<file path="src/bst_defs.svh">
// Constants for the boundary scan test access port and its tester end
// How it works
// - Update-IR falling edge latches new instruction
// - Update-IR goes to Run-Test-Idle or Select-DR
// - Shift-IR moves instruction bits toward data out
// - Exit1/Exit2-IR with select high reach Update-IR
// - Codes 010 sample, 111 bypass, 000 extest
// - Codes 011 clamp, 100 highz, 001 idcode
// - Sample captures pins, shifts without disturbing function
// - Extest drives outputs from boundary parallel stage
// - Bypass uses one stage between data pins
// - Idcode loads identity at Capture-DR, shifts out
// - Test-Logic-Reset forces identity instruction
// - Identity word: lsb one, maker, part, version
// - Highz floats all outputs, bypass in path
// - Clamp holds boundary values, bypass in path
// - Boundary register has 126 cells, two stages
// - Identity register has shift and parallel stage
// - Cell 67 sets direction of cell 66
// - Controller follows mode select at rising edges
// - Power up in Test-Logic-Reset with identity
// - Exit1-IR with select low enters Pause-IR
`ifndef BST_DEFS_SVH
`define BST_DEFS_SVH

// ****************************************************************
// Instruction register
// ****************************************************************
`define BST_IR_W            3
`define BST_IR_EXTEST       3'h0
`define BST_IR_IDCODE       3'h1
`define BST_IR_SAMPLE       3'h2
`define BST_IR_CLAMP        3'h3
`define BST_IR_HIGHZ        3'h4
`define BST_IR_BYPASS       3'h7
`define BST_IR_CAPTURE      3'h1

// ****************************************************************
// Data registers
// ****************************************************************
`define BST_BSR_LEN         126
`define BST_ID_W            32
`define BST_ID_MARK         1'h1
`define BST_CELL_SHARED     66
`define BST_CELL_SHARED_DIR 67

// ****************************************************************
// Tester timing and scan sequences
// ****************************************************************
`define BST_MCLK_NS         10
`define BST_TCK_HALF_NS     80
`define BST_TCK_HALF_CYC    (`BST_TCK_HALF_NS / `BST_MCLK_NS)
`define BST_DIV_W           8
`define BST_SCAN_MAX        128
`define BST_LEN_W           8
`define BST_PRE_IR          5'h03
`define BST_PRE_IR_N        3'h4
`define BST_PRE_DR          5'h01
`define BST_PRE_DR_N        3'h3
`define BST_PRE_RST         5'h1f
`define BST_PRE_RST_N       3'h5
`define BST_POST_SCAN       2'h2
`define BST_POST_RST        2'h1

`endif

</file>
<file path="src/bst_pkg.sv">
// Types shared by both ends of the boundary scan port
package bst_pkg;
`include "bst_defs.svh"

	typedef enum logic [3:0] {
		TAP_RESET, TAP_IDLE, TAP_SEL_DR, TAP_CAP_DR, TAP_SH_DR, TAP_EX1_DR,
		TAP_PA_DR, TAP_EX2_DR, TAP_UPD_DR, TAP_SEL_IR, TAP_CAP_IR, TAP_SH_IR,
		TAP_EX1_IR, TAP_PA_IR, TAP_EX2_IR, TAP_UPD_IR
	} bst_tap_t;

	typedef enum logic [1:0] {OP_RESET, OP_IR, OP_DR} bst_op_t;

	typedef enum logic [2:0] {HP_IDLE, HP_PRE, HP_SHIFT, HP_POST, HP_FIN} bst_hph_t;

	typedef struct packed {
		logic [1:0]              tck_s;
		logic [1:0]              tms_s;
		logic [1:0]              tdi_s;
		logic [1:0]              trst_s;
		logic                    tck_q;
		logic [`BST_BSR_LEN-1:0] pin_s0;
		logic [`BST_BSR_LEN-1:0] pin_s1;
		bst_tap_t                tap;
		logic [`BST_IR_W-1:0]    ir_sh;
		logic [`BST_IR_W-1:0]    ir_par;
		logic                    byp;
		logic [`BST_ID_W-1:0]    id_sh;
		logic [`BST_ID_W-1:0]    id_par;
		logic [`BST_BSR_LEN-1:0] bsr_sh;
		logic [`BST_BSR_LEN-1:0] bsr_par;
		logic                    tdo;
		logic                    tdo_oe;
		logic [`BST_BSR_LEN-1:0] pin_out;
		logic [`BST_BSR_LEN-1:0] pin_oe;
	} bst_dev_st_t;

	typedef struct packed {
		logic [`BST_DIV_W-1:0]    div;
		logic                     tck;
		logic                     tms;
		logic                     tdi;
		logic                     trst_n;
		logic [1:0]               tdo_s;
		bst_hph_t                 phase;
		bst_op_t                  op;
		logic [4:0]               pre_tms;
		logic [2:0]               pre_cnt;
		logic [1:0]               post_cnt;
		logic [`BST_LEN_W-1:0]    len;
		logic [`BST_LEN_W-1:0]    bit_idx;
		logic [`BST_LEN_W-1:0]    samp;
		logic                     act;
		logic [`BST_SCAN_MAX-1:0] data;
		logic [`BST_SCAN_MAX-1:0] res;
		logic                     ready;
		logic                     rsp_valid;
	} bst_host_st_t;
endpackage

</file>
<file path="src/bst_if.sv">
// Test access port wires between the tester and the device
`timescale 1ns/100ps
interface bst_if;
	logic test_clock;
	logic test_mode_select;
	logic test_data_in;
	logic test_reset_n;
	logic test_data_out;
	logic test_data_out_oe;
	logic test_data_out_line;

	// Undriven data out line is pulled high
	assign test_data_out_line = test_data_out_oe ? test_data_out : 1'b1;

	modport dev (
		input  test_clock,
		input  test_mode_select,
		input  test_data_in,
		input  test_reset_n,
		output test_data_out,
		output test_data_out_oe
	);

	modport host (
		output test_clock,
		output test_mode_select,
		output test_data_in,
		output test_reset_n,
		input  test_data_out_line
	);
endinterface

</file>
<file path="src/bst_dev.sv">
// Device end: TAP controller, instruction, bypass, identity and boundary registers
`timescale 1ns/100ps
`include "bst_defs.svh"
module bst_dev #(
	// Identity field values are arbitrary
	parameter logic [3:0]  ID_VERSION = 4'h1,
	parameter logic [15:0] ID_PART    = 16'h0c3a,
	parameter logic [10:0] ID_MANUF   = 11'h07b
) (
	input  wire logic                    mclk,
	input  wire logic                    rst,
	bst_if.dev                           jtag,
	input  wire logic [`BST_BSR_LEN-1:0] core_out,
	input  wire logic [`BST_BSR_LEN-1:0] core_oe,
	input  wire logic [`BST_BSR_LEN-1:0] pin_in,
	output logic      [`BST_BSR_LEN-1:0] pin_out,
	output logic      [`BST_BSR_LEN-1:0] pin_oe
);

	// ****************************************************************
	// State and decode
	// ****************************************************************
	bst_pkg::bst_dev_st_t q_ff;
	bst_pkg::bst_dev_st_t nxt_q;

	logic                 rise;
	logic                 fall;
	logic                 tms;
	logic                 tdi;
	logic                 sel_bsr;
	logic                 sel_id;
	logic                 drive_bsr;
	logic                 float_all;
	logic [`BST_ID_W-1:0] id_word;

	assign rise = q_ff.tck_s[1] & ~q_ff.tck_q;
	assign fall = ~q_ff.tck_s[1] & q_ff.tck_q;
	assign tms  = q_ff.tms_s[1];
	assign tdi  = q_ff.tdi_s[1];

	// Sample and extest reach the boundary register
	assign sel_bsr = (q_ff.ir_par == `BST_IR_SAMPLE) ||
	                 (q_ff.ir_par == `BST_IR_EXTEST);
	assign sel_id  = (q_ff.ir_par == `BST_IR_IDCODE);
	// Extest and clamp take the pins from the boundary parallel stage
	assign drive_bsr = (q_ff.ir_par == `BST_IR_EXTEST) ||
	                   (q_ff.ir_par == `BST_IR_CLAMP);
	assign float_all = (q_ff.ir_par == `BST_IR_HIGHZ);

	assign id_word = {ID_VERSION, ID_PART, ID_MANUF, `BST_ID_MARK};

	// ****************************************************************
	// Next state
	// ****************************************************************
	always_comb begin
		nxt_q = q_ff;

		// Two-stage synchronisers for every pin from the tester or the board
		nxt_q.tck_s  = {q_ff.tck_s[0], jtag.test_clock};
		nxt_q.tms_s  = {q_ff.tms_s[0], jtag.test_mode_select};
		nxt_q.tdi_s  = {q_ff.tdi_s[0], jtag.test_data_in};
		nxt_q.trst_s = {q_ff.trst_s[0], jtag.test_reset_n};
		nxt_q.pin_s0 = pin_in;
		nxt_q.pin_s1 = q_ff.pin_s0;
		nxt_q.tck_q  = q_ff.tck_s[1];

		// Rising test clock: register actions of the current state
		if (rise) begin
			case (q_ff.tap)
				bst_pkg::TAP_CAP_IR: begin
					nxt_q.ir_sh = `BST_IR_CAPTURE;
				end
				bst_pkg::TAP_SH_IR: begin
					nxt_q.ir_sh = {tdi, q_ff.ir_sh[`BST_IR_W-1:1]};
				end
				bst_pkg::TAP_CAP_DR: begin
					if (sel_bsr) begin
						nxt_q.bsr_sh = q_ff.pin_s1;
					end else if (sel_id) begin
						nxt_q.id_sh = id_word;
					end else begin
						nxt_q.byp = 1'b0;
					end
				end
				bst_pkg::TAP_SH_DR: begin
					if (sel_bsr) begin
						nxt_q.bsr_sh = {tdi, q_ff.bsr_sh[`BST_BSR_LEN-1:1]};
					end else if (sel_id) begin
						nxt_q.id_sh = {tdi, q_ff.id_sh[`BST_ID_W-1:1]};
					end else begin
						nxt_q.byp = tdi;
					end
				end
				default: begin
				end
			endcase

			// Controller moves on the mode select level at each rising edge
			case (q_ff.tap)
				bst_pkg::TAP_RESET: begin
					nxt_q.tap = tms ? bst_pkg::TAP_RESET : bst_pkg::TAP_IDLE;
				end
				bst_pkg::TAP_IDLE: begin
					nxt_q.tap = tms ? bst_pkg::TAP_SEL_DR : bst_pkg::TAP_IDLE;
				end
				bst_pkg::TAP_SEL_DR: begin
					nxt_q.tap = tms ? bst_pkg::TAP_SEL_IR : bst_pkg::TAP_CAP_DR;
				end
				bst_pkg::TAP_CAP_DR: begin
					nxt_q.tap = tms ? bst_pkg::TAP_EX1_DR : bst_pkg::TAP_SH_DR;
				end
				bst_pkg::TAP_SH_DR: begin
					nxt_q.tap = tms ? bst_pkg::TAP_EX1_DR : bst_pkg::TAP_SH_DR;
				end
				bst_pkg::TAP_EX1_DR: begin
					nxt_q.tap = tms ? bst_pkg::TAP_UPD_DR : bst_pkg::TAP_PA_DR;
				end
				bst_pkg::TAP_PA_DR: begin
					nxt_q.tap = tms ? bst_pkg::TAP_EX2_DR : bst_pkg::TAP_PA_DR;
				end
				bst_pkg::TAP_EX2_DR: begin
					nxt_q.tap = tms ? bst_pkg::TAP_UPD_DR : bst_pkg::TAP_SH_DR;
				end
				bst_pkg::TAP_UPD_DR: begin
					nxt_q.tap = tms ? bst_pkg::TAP_SEL_DR : bst_pkg::TAP_IDLE;
				end
				bst_pkg::TAP_SEL_IR: begin
					nxt_q.tap = tms ? bst_pkg::TAP_RESET : bst_pkg::TAP_CAP_IR;
				end
				bst_pkg::TAP_CAP_IR: begin
					nxt_q.tap = tms ? bst_pkg::TAP_EX1_IR : bst_pkg::TAP_SH_IR;
				end
				bst_pkg::TAP_SH_IR: begin
					nxt_q.tap = tms ? bst_pkg::TAP_EX1_IR : bst_pkg::TAP_SH_IR;
				end
				bst_pkg::TAP_EX1_IR: begin
					nxt_q.tap = tms ? bst_pkg::TAP_UPD_IR : bst_pkg::TAP_PA_IR;
				end
				bst_pkg::TAP_PA_IR: begin
					nxt_q.tap = tms ? bst_pkg::TAP_EX2_IR : bst_pkg::TAP_PA_IR;
				end
				bst_pkg::TAP_EX2_IR: begin
					nxt_q.tap = tms ? bst_pkg::TAP_UPD_IR : bst_pkg::TAP_SH_IR;
				end
				bst_pkg::TAP_UPD_IR: begin
					nxt_q.tap = tms ? bst_pkg::TAP_SEL_DR : bst_pkg::TAP_IDLE;
				end
				default: begin
					nxt_q.tap = bst_pkg::TAP_RESET;
				end
			endcase
		end

		// Falling test clock: parallel stages and data out
		if (fall) begin
			if (q_ff.tap == bst_pkg::TAP_UPD_IR) begin
				nxt_q.ir_par = q_ff.ir_sh;
			end
			if (q_ff.tap == bst_pkg::TAP_UPD_DR) begin
				if (sel_bsr) begin
					nxt_q.bsr_par = q_ff.bsr_sh;
				end
				if (sel_id) begin
					nxt_q.id_par = q_ff.id_sh;
				end
			end
			if (q_ff.tap == bst_pkg::TAP_SH_IR) begin
				nxt_q.tdo    = q_ff.ir_sh[0];
				nxt_q.tdo_oe = 1'b1;
			end else if (q_ff.tap == bst_pkg::TAP_SH_DR) begin
				nxt_q.tdo_oe = 1'b1;
				if (sel_bsr) begin
					nxt_q.tdo = q_ff.bsr_sh[0];
				end else if (sel_id) begin
					nxt_q.tdo = q_ff.id_sh[0];
				end else begin
					nxt_q.tdo = q_ff.byp;
				end
			end else begin
				nxt_q.tdo_oe = 1'b0;
			end
		end

		// Identity instruction is held throughout Test-Logic-Reset
		if (q_ff.tap == bst_pkg::TAP_RESET) begin
			nxt_q.ir_par = `BST_IR_IDCODE;
		end

		// Test reset low overrides the controller state, instruction and data out enable set above
		if (!q_ff.trst_s[1]) begin
			nxt_q.tap    = bst_pkg::TAP_RESET;
			nxt_q.ir_par = `BST_IR_IDCODE;
			nxt_q.tdo_oe = 1'b0;
		end

		// ****************************************************************
		// Pin drive: in extest and clamp, cell 67 of the boundary parallel stage sets the output enable of cell 66
		// ****************************************************************
		if (float_all) begin
			nxt_q.pin_out = q_ff.bsr_par;
			nxt_q.pin_oe  = '0;
		end else if (drive_bsr) begin
			nxt_q.pin_out = q_ff.bsr_par;
			nxt_q.pin_oe  = '1;
			nxt_q.pin_oe[`BST_CELL_SHARED] = q_ff.bsr_par[`BST_CELL_SHARED_DIR];
		end else begin
			nxt_q.pin_out = core_out;
			nxt_q.pin_oe  = core_oe;
		end
	end

	// ****************************************************************
	// Registers
	// ****************************************************************
	always_ff @(posedge mclk or posedge rst) begin
		if (rst) begin
			q_ff        <= '0;
			q_ff.tap    <= bst_pkg::TAP_RESET;
			q_ff.ir_par <= `BST_IR_IDCODE;
			// Test reset idles high, so no false test reset follows rst
			q_ff.trst_s <= 2'h3;
		end else begin
			q_ff <= nxt_q;
		end
	end

	assign jtag.test_data_out    = q_ff.tdo;
	assign jtag.test_data_out_oe = q_ff.tdo_oe;
	assign pin_out               = q_ff.pin_out;
	assign pin_oe                = q_ff.pin_oe;

endmodule

</file>
<file path="src/flat_wrapper.sv">
// flat-port wrapper written by rule: the top's interface ports become plain ports
module bst_dev_flat 
#(
	                                      
	parameter logic [3:0]  ID_VERSION = 4'h1,
	parameter logic [15:0] ID_PART    = 16'h0c3a,
	parameter logic [10:0] ID_MANUF   = 11'h07b
)
  (mclk, rst, core_out, core_oe, pin_in, pin_out, pin_oe, jtag_test_clock, jtag_test_mode_select, jtag_test_data_in, jtag_test_reset_n, jtag_test_data_out, jtag_test_data_out_oe);
  bst_if jtag_i ();
  input  wire logic mclk;
  input  wire logic rst;
  input  wire logic [`BST_BSR_LEN-1:0] core_out;
  input  wire logic [`BST_BSR_LEN-1:0] core_oe;
  input  wire logic [`BST_BSR_LEN-1:0] pin_in;
  output logic      [`BST_BSR_LEN-1:0] pin_out;
  output logic      [`BST_BSR_LEN-1:0] pin_oe;
  input wire logic [$bits(jtag_i.test_clock)-1:0] jtag_test_clock;
  input wire logic [$bits(jtag_i.test_mode_select)-1:0] jtag_test_mode_select;
  input wire logic [$bits(jtag_i.test_data_in)-1:0] jtag_test_data_in;
  input wire logic [$bits(jtag_i.test_reset_n)-1:0] jtag_test_reset_n;
  output wire logic [$bits(jtag_i.test_data_out)-1:0] jtag_test_data_out;
  output wire logic [$bits(jtag_i.test_data_out_oe)-1:0] jtag_test_data_out_oe;
  assign jtag_i.test_clock = jtag_test_clock;
  assign jtag_i.test_mode_select = jtag_test_mode_select;
  assign jtag_i.test_data_in = jtag_test_data_in;
  assign jtag_i.test_reset_n = jtag_test_reset_n;
  assign jtag_test_data_out = jtag_i.test_data_out;
  assign jtag_test_data_out_oe = jtag_i.test_data_out_oe;
  bst_dev #(.ID_VERSION(ID_VERSION), .ID_PART(ID_PART), .ID_MANUF(ID_MANUF)) u_core (.mclk(mclk), .rst(rst), .jtag(jtag_i), .core_out(core_out), .core_oe(core_oe), .pin_in(pin_in), .pin_out(pin_out), .pin_oe(pin_oe));
endmodule
</file>
<file path="config.mk">
export PLATFORM = sky130hd
export DESIGN_NAME = bst_dev_flat
export DESIGN_NICKNAME = d
export VERILOG_FILES = /design/src/bst_pkg.sv /design/src/bst_if.sv /design/src/bst_dev.sv /design/src/flat_wrapper.sv
export VERILOG_INCLUDE_DIRS = /design/src
export SDC_FILE = /design/constraint.sdc
export NUM_CORES = 1
export LEC_CHECK = 0
export ABC_CLOCK_PERIOD_IN_PS = 37300
export BUFFER_PORTS_ARGS = -buffer_cell sky130_fd_sc_hd__buf_4
export CAP_MARGIN = 20
export CORE_MARGIN = 2
export CORE_UTILIZATION = 50
export CTS_BUF_LIST = sky130_fd_sc_hd__clkbuf_8
export DETAILED_ROUTE_END_ITERATION = 8
export HOLD_SLACK_MARGIN = 0.08
export PLACE_DENSITY_LB_ADDON = 0.3
export SYNTH_ARGS = -nofsm -noshare
export SYNTH_HDL_FRONTEND = slang
export SYNTH_SLANG_ARGS = --single-unit
export TNS_END_PERCENT = 100
</file>
<file path="constraint.sdc">
create_clock -name mclk -period 37.3 [get_ports mclk]
set_clock_uncertainty 0.2 [all_clocks]
set_input_delay 7.46 -clock mclk [delete_from_list [all_inputs] [get_ports mclk]]
set_output_delay 7.46 -clock mclk [all_outputs]
set_load 0.01 [all_outputs]
</file>
==> results.py <==
metrics = {
    "routing": {
        "drt-initial-drc-count": 948,
        "route.detailed.drc": 0,
        "vias_per_cell": 4.953,
        "drtPass1Iterations": 7,
        "routedWlPerCell_um": 19.75,
        "vias": 17000,
        "ant_nets": 0,
        "routed_wl_um": 67750,
    },
    "cts": {
        "hold_buffers": 0,
        "post-cts-setup-buffers": 0,
        "cts_tree": "yes",
        "cts-root-buf": "clkbuf_8",
        "numCtsBuffers": 134,
        "clk_latency_ns": 0.76,
        "clkSlewWorstSetupHoldPaths_ns": 0.06,
        "cts.sinks": 810,
        "cts_resized": 0,
        "cts_max_path_buffers": 3,
        "htree_num_levels": 4,
    },
    "place": {
        "io_buffers": 637,
        "place_area_um2": 33420,
        "gp_congestion": 0.8574,
        "pre_cts_slack_ns": 26.09,
        "place_hpwl_um": 47090,
    },
    "critical_path": {
        "ff2ff_path_depth": 5,
        "crit_fanout": 172,
        "r2r-end": "u_core.q_ff[473]",
        "max_stage_delay_ns": 0.83,
        "reg2reg_from": "u_core.q_ff[578]",
        "critPathMostFrequentCell": "buf_4",
        "cpMaxStageDelayCell": "buf_4",
        "timing_worst_setup_path_type": "in -> async",
        "start_kind": "input port",
        "reg2reg_slack_ns": 33.70,
        "endpoint_kind": "async pin",
        "required_ns": 38.01,
        "cp_data_arrival_time_ns": 10.71,
        "critical_path.cell_chain": "buf_4 -> inv_8 -> buf_12 -> buf_4 -> buf_4 -> buf_16",
    },
    "synth": {
        "synthCells": 2121,
        "synth_seq_cells": 810,
        "synth_nets": 2505,
        "netlist_area_um2": 29950,
        "synth_ff_type": "dfrtp_1",
        "synthArstFlopShare_pct": 100.0,
        "synth-edff-count": 0,
        "synth.avg_cell_area_um2": 14.12,
        "yosysUniqueCellTypes": 52,
        "synth-seq-area-share_pct": 67.69,
        "ys_warn_count": 0,
    },
    "min_path": {
        "holdPathEnd": "u_core.q_ff[611]",
        "hold_class": "reg -> reg",
        "worstHoldPathCells": 0,
        "hold_start": "u_core.nxt_q[611]",
    },
    "timing": {
        "tns_ns": 0,
        "min_period_ns": 10.00,
        "worst_pin_slew_ns": 1.084,
        "slew_headroom_pct": 27.70,
        "clock.fmax_ghz": 0.09996,
        "finalMaxSlewViolations": 0,
        "hold_viol_final": 0,
        "setup_violations": 0,
        "hold_ws_ns": 0.1355,
        "fin_crit_sh_pct": 26.82,
        "rsz0062_at_grt": "no",
        "worst_slack_ns": 27.30,
    },
    "grt": {
        "busiest_layer": "met2",
        "first_global_vias": 17960,
        "use_met3_pct": 6.301,
        "gr-usage-met1_pct": 27.28,
        "grt_pass1_wl_um": 105300,
        "grt_use_met2_pct": 37.61,
        "grt_overflow": 0,
        "track_usage_pct": 22.20,
        "antenna_found_initial": 6,
        "grt_max_degree": 173,
    },
    "die": {
        "die_area_um2": 61880,
        "die_w_um": 248.8,
        "start_util_pct": 50.65,
        "row_count": 89,
        "io_pins": 638,
        "core-area_um2": 59130,
        "fp.dieH_um": 248.8,
    },
    "power_and_ir_drop": {
        "p_switching_mw": 0.3914,
        "seq_power_share_pct": 52.6,
        "pwr-share-clk_pct": 41.7,
        "p_leak_nw": 17.91,
        "ir_worst_vdd_uv": 37.64,
        "pwr-share-comb_pct": 5.8,
        "p_int_mw": 1.353,
        "switching_share_pct": 22.44,
        "power.density_nw_per_um2": 48.37,
    },
    "finish": {
        "finalCoreUtilization_pct": 60.99,
        "drive_gt1_share_pct": 38.82,
        "stdcell_area_um2": 36060,
        "multi_input_area_um2": 7186,
        "nets": 2939,
        "syn_to_final_growth_pct": 20.40,
        "fill_cells": 4535,
        "ff_latch_area_um2": 20270,
    },
    "flow_run": {
        "maxCapViolations": 0,
    },
    "run_status": {
        "status": "finished clean",
    },
}
## stage by stage
| step | power, mW | cells |
|---|---|---|
| after floorplan | 0.9872 | 2121 |
| after global placement | 1.031 | 3189 |
| after detailed placement | 1.034 | 3189 |
| after CTS | 1.768 | 3423 |
| after global routing | 1.823 | 3430 |
| final | 1.744 | 3431 |
## cell type report
class	instances	area share, %
Antenna cell	5	0.03470
Clock buffer	161	6.145
Clock inverter	73	0.9160
Inverter	7	0.09368
Multi-Input combinational cell	940	19.93
Sequential cell	810	56.22
Tap cell	773	2.682
Timing Repair Buffer	662	13.98
## registers in the layout, indices dropped and copies added, names as in the netlist
register,cells
u_core.jtag.test_data_out_oe,1
u_core.pin_oe,126
u_core.q_ff,425
u_core.nxt_q,131
u_core.pin_out,126
u_core.jtag.test_data_out,1
## layer usage
layer	routed length, um	up-vias	part of all wire (%)
li1	-	7757	-
met1	27160	8608	40
met2	34870	497	51
met3	3859	131	5.7
met4	1847	2	2.7
met5	13	-	0.019
## placed cells by master, fill, tap and decap left out, types with 2 or more instances in the layout
master	instances
dfrtp_1	807
buf_4	658
nand2_1	186
mux2_2	174
clkbuf_8	161
a21o_1	125
mux2i_1	125
o21ai_0	89
mux2_1	80
o21ai_1	80
inv_1	60
nor2_1	21
a21oi_1	10
clkinv_2	9
nor2b_1	7
clkinvlp_4	6
diode_2	5
nand2b_1	5
inv_6	3
buf_16	3
dfstp_2	3
inv_8	2
nand3b_1	2
and3_1	2
nand3_1	2
nor3b_2	2
and3b_1	2
## power by group through the flow
stage / Combinational (mW) / Clock [mW] / Sequential (mW)
final: 0.101 / 0.727 / 0.917
after global routing: 0.109 / 0.795 / 0.919
after CTS: 0.102 / 0.749 / 0.917
after detailed placement: 0.101 / 0 / 0.932
after global placement: 0.0993 / 0 / 0.931
after floorplan: 0.0564 / 0 / 0.931
## critical path, delay by kind of cell
kind | cells | cell delay [ns]
buffers and inverters | 6 | 3.03
## synth_stat cells (5+ instances only)
cell,instances,area (um^2)
a21o_1,125,938.4
a21oi_1,10,50.05
buf_2,37,185.2
buf_4,274,2057
buf_6,9,101.4
clkbuf_1,41,153.9
dfrtp_1,807,20190
inv_1,7,26.28
mux2_1,80,900.9
mux2_2,174,1959
mux2i_1,125,1251
nand2_1,186,698.2
nand2b_1,5,31.28
nor2_1,21,78.83
nor2b_1,7,43.79
o21ai_0,89,445.4
o21ai_1,80,400.4
## worst max path at each step
stage / from / endpoint / slack (ns) / cells after the start
after floorplan: rst / u_core.jtag.test_data_out / 6.90 / 1
after global placement: rst / u_core.pin_oe[35] / 26.18 / 5
after detailed placement: rst / u_core.pin_out[53] / 26.09 / 5
after CTS: rst / u_core.pin_oe[31] / 26.92 / 5
after global routing: rst / u_core.pin_out[37] / 26.81 / 6
final: rst / u_core.pin_out[42] / 27.30 / 6
## logic make-up after synthesis
family	synth area share, %
multiplexers	13.73
AND/OR/NAND/NOR	3.430
flip-flops	67.69
buffers and inverters	8.464
AO/OA/AOI/OAI	6.692
Power figures use the tool's default switching activity.
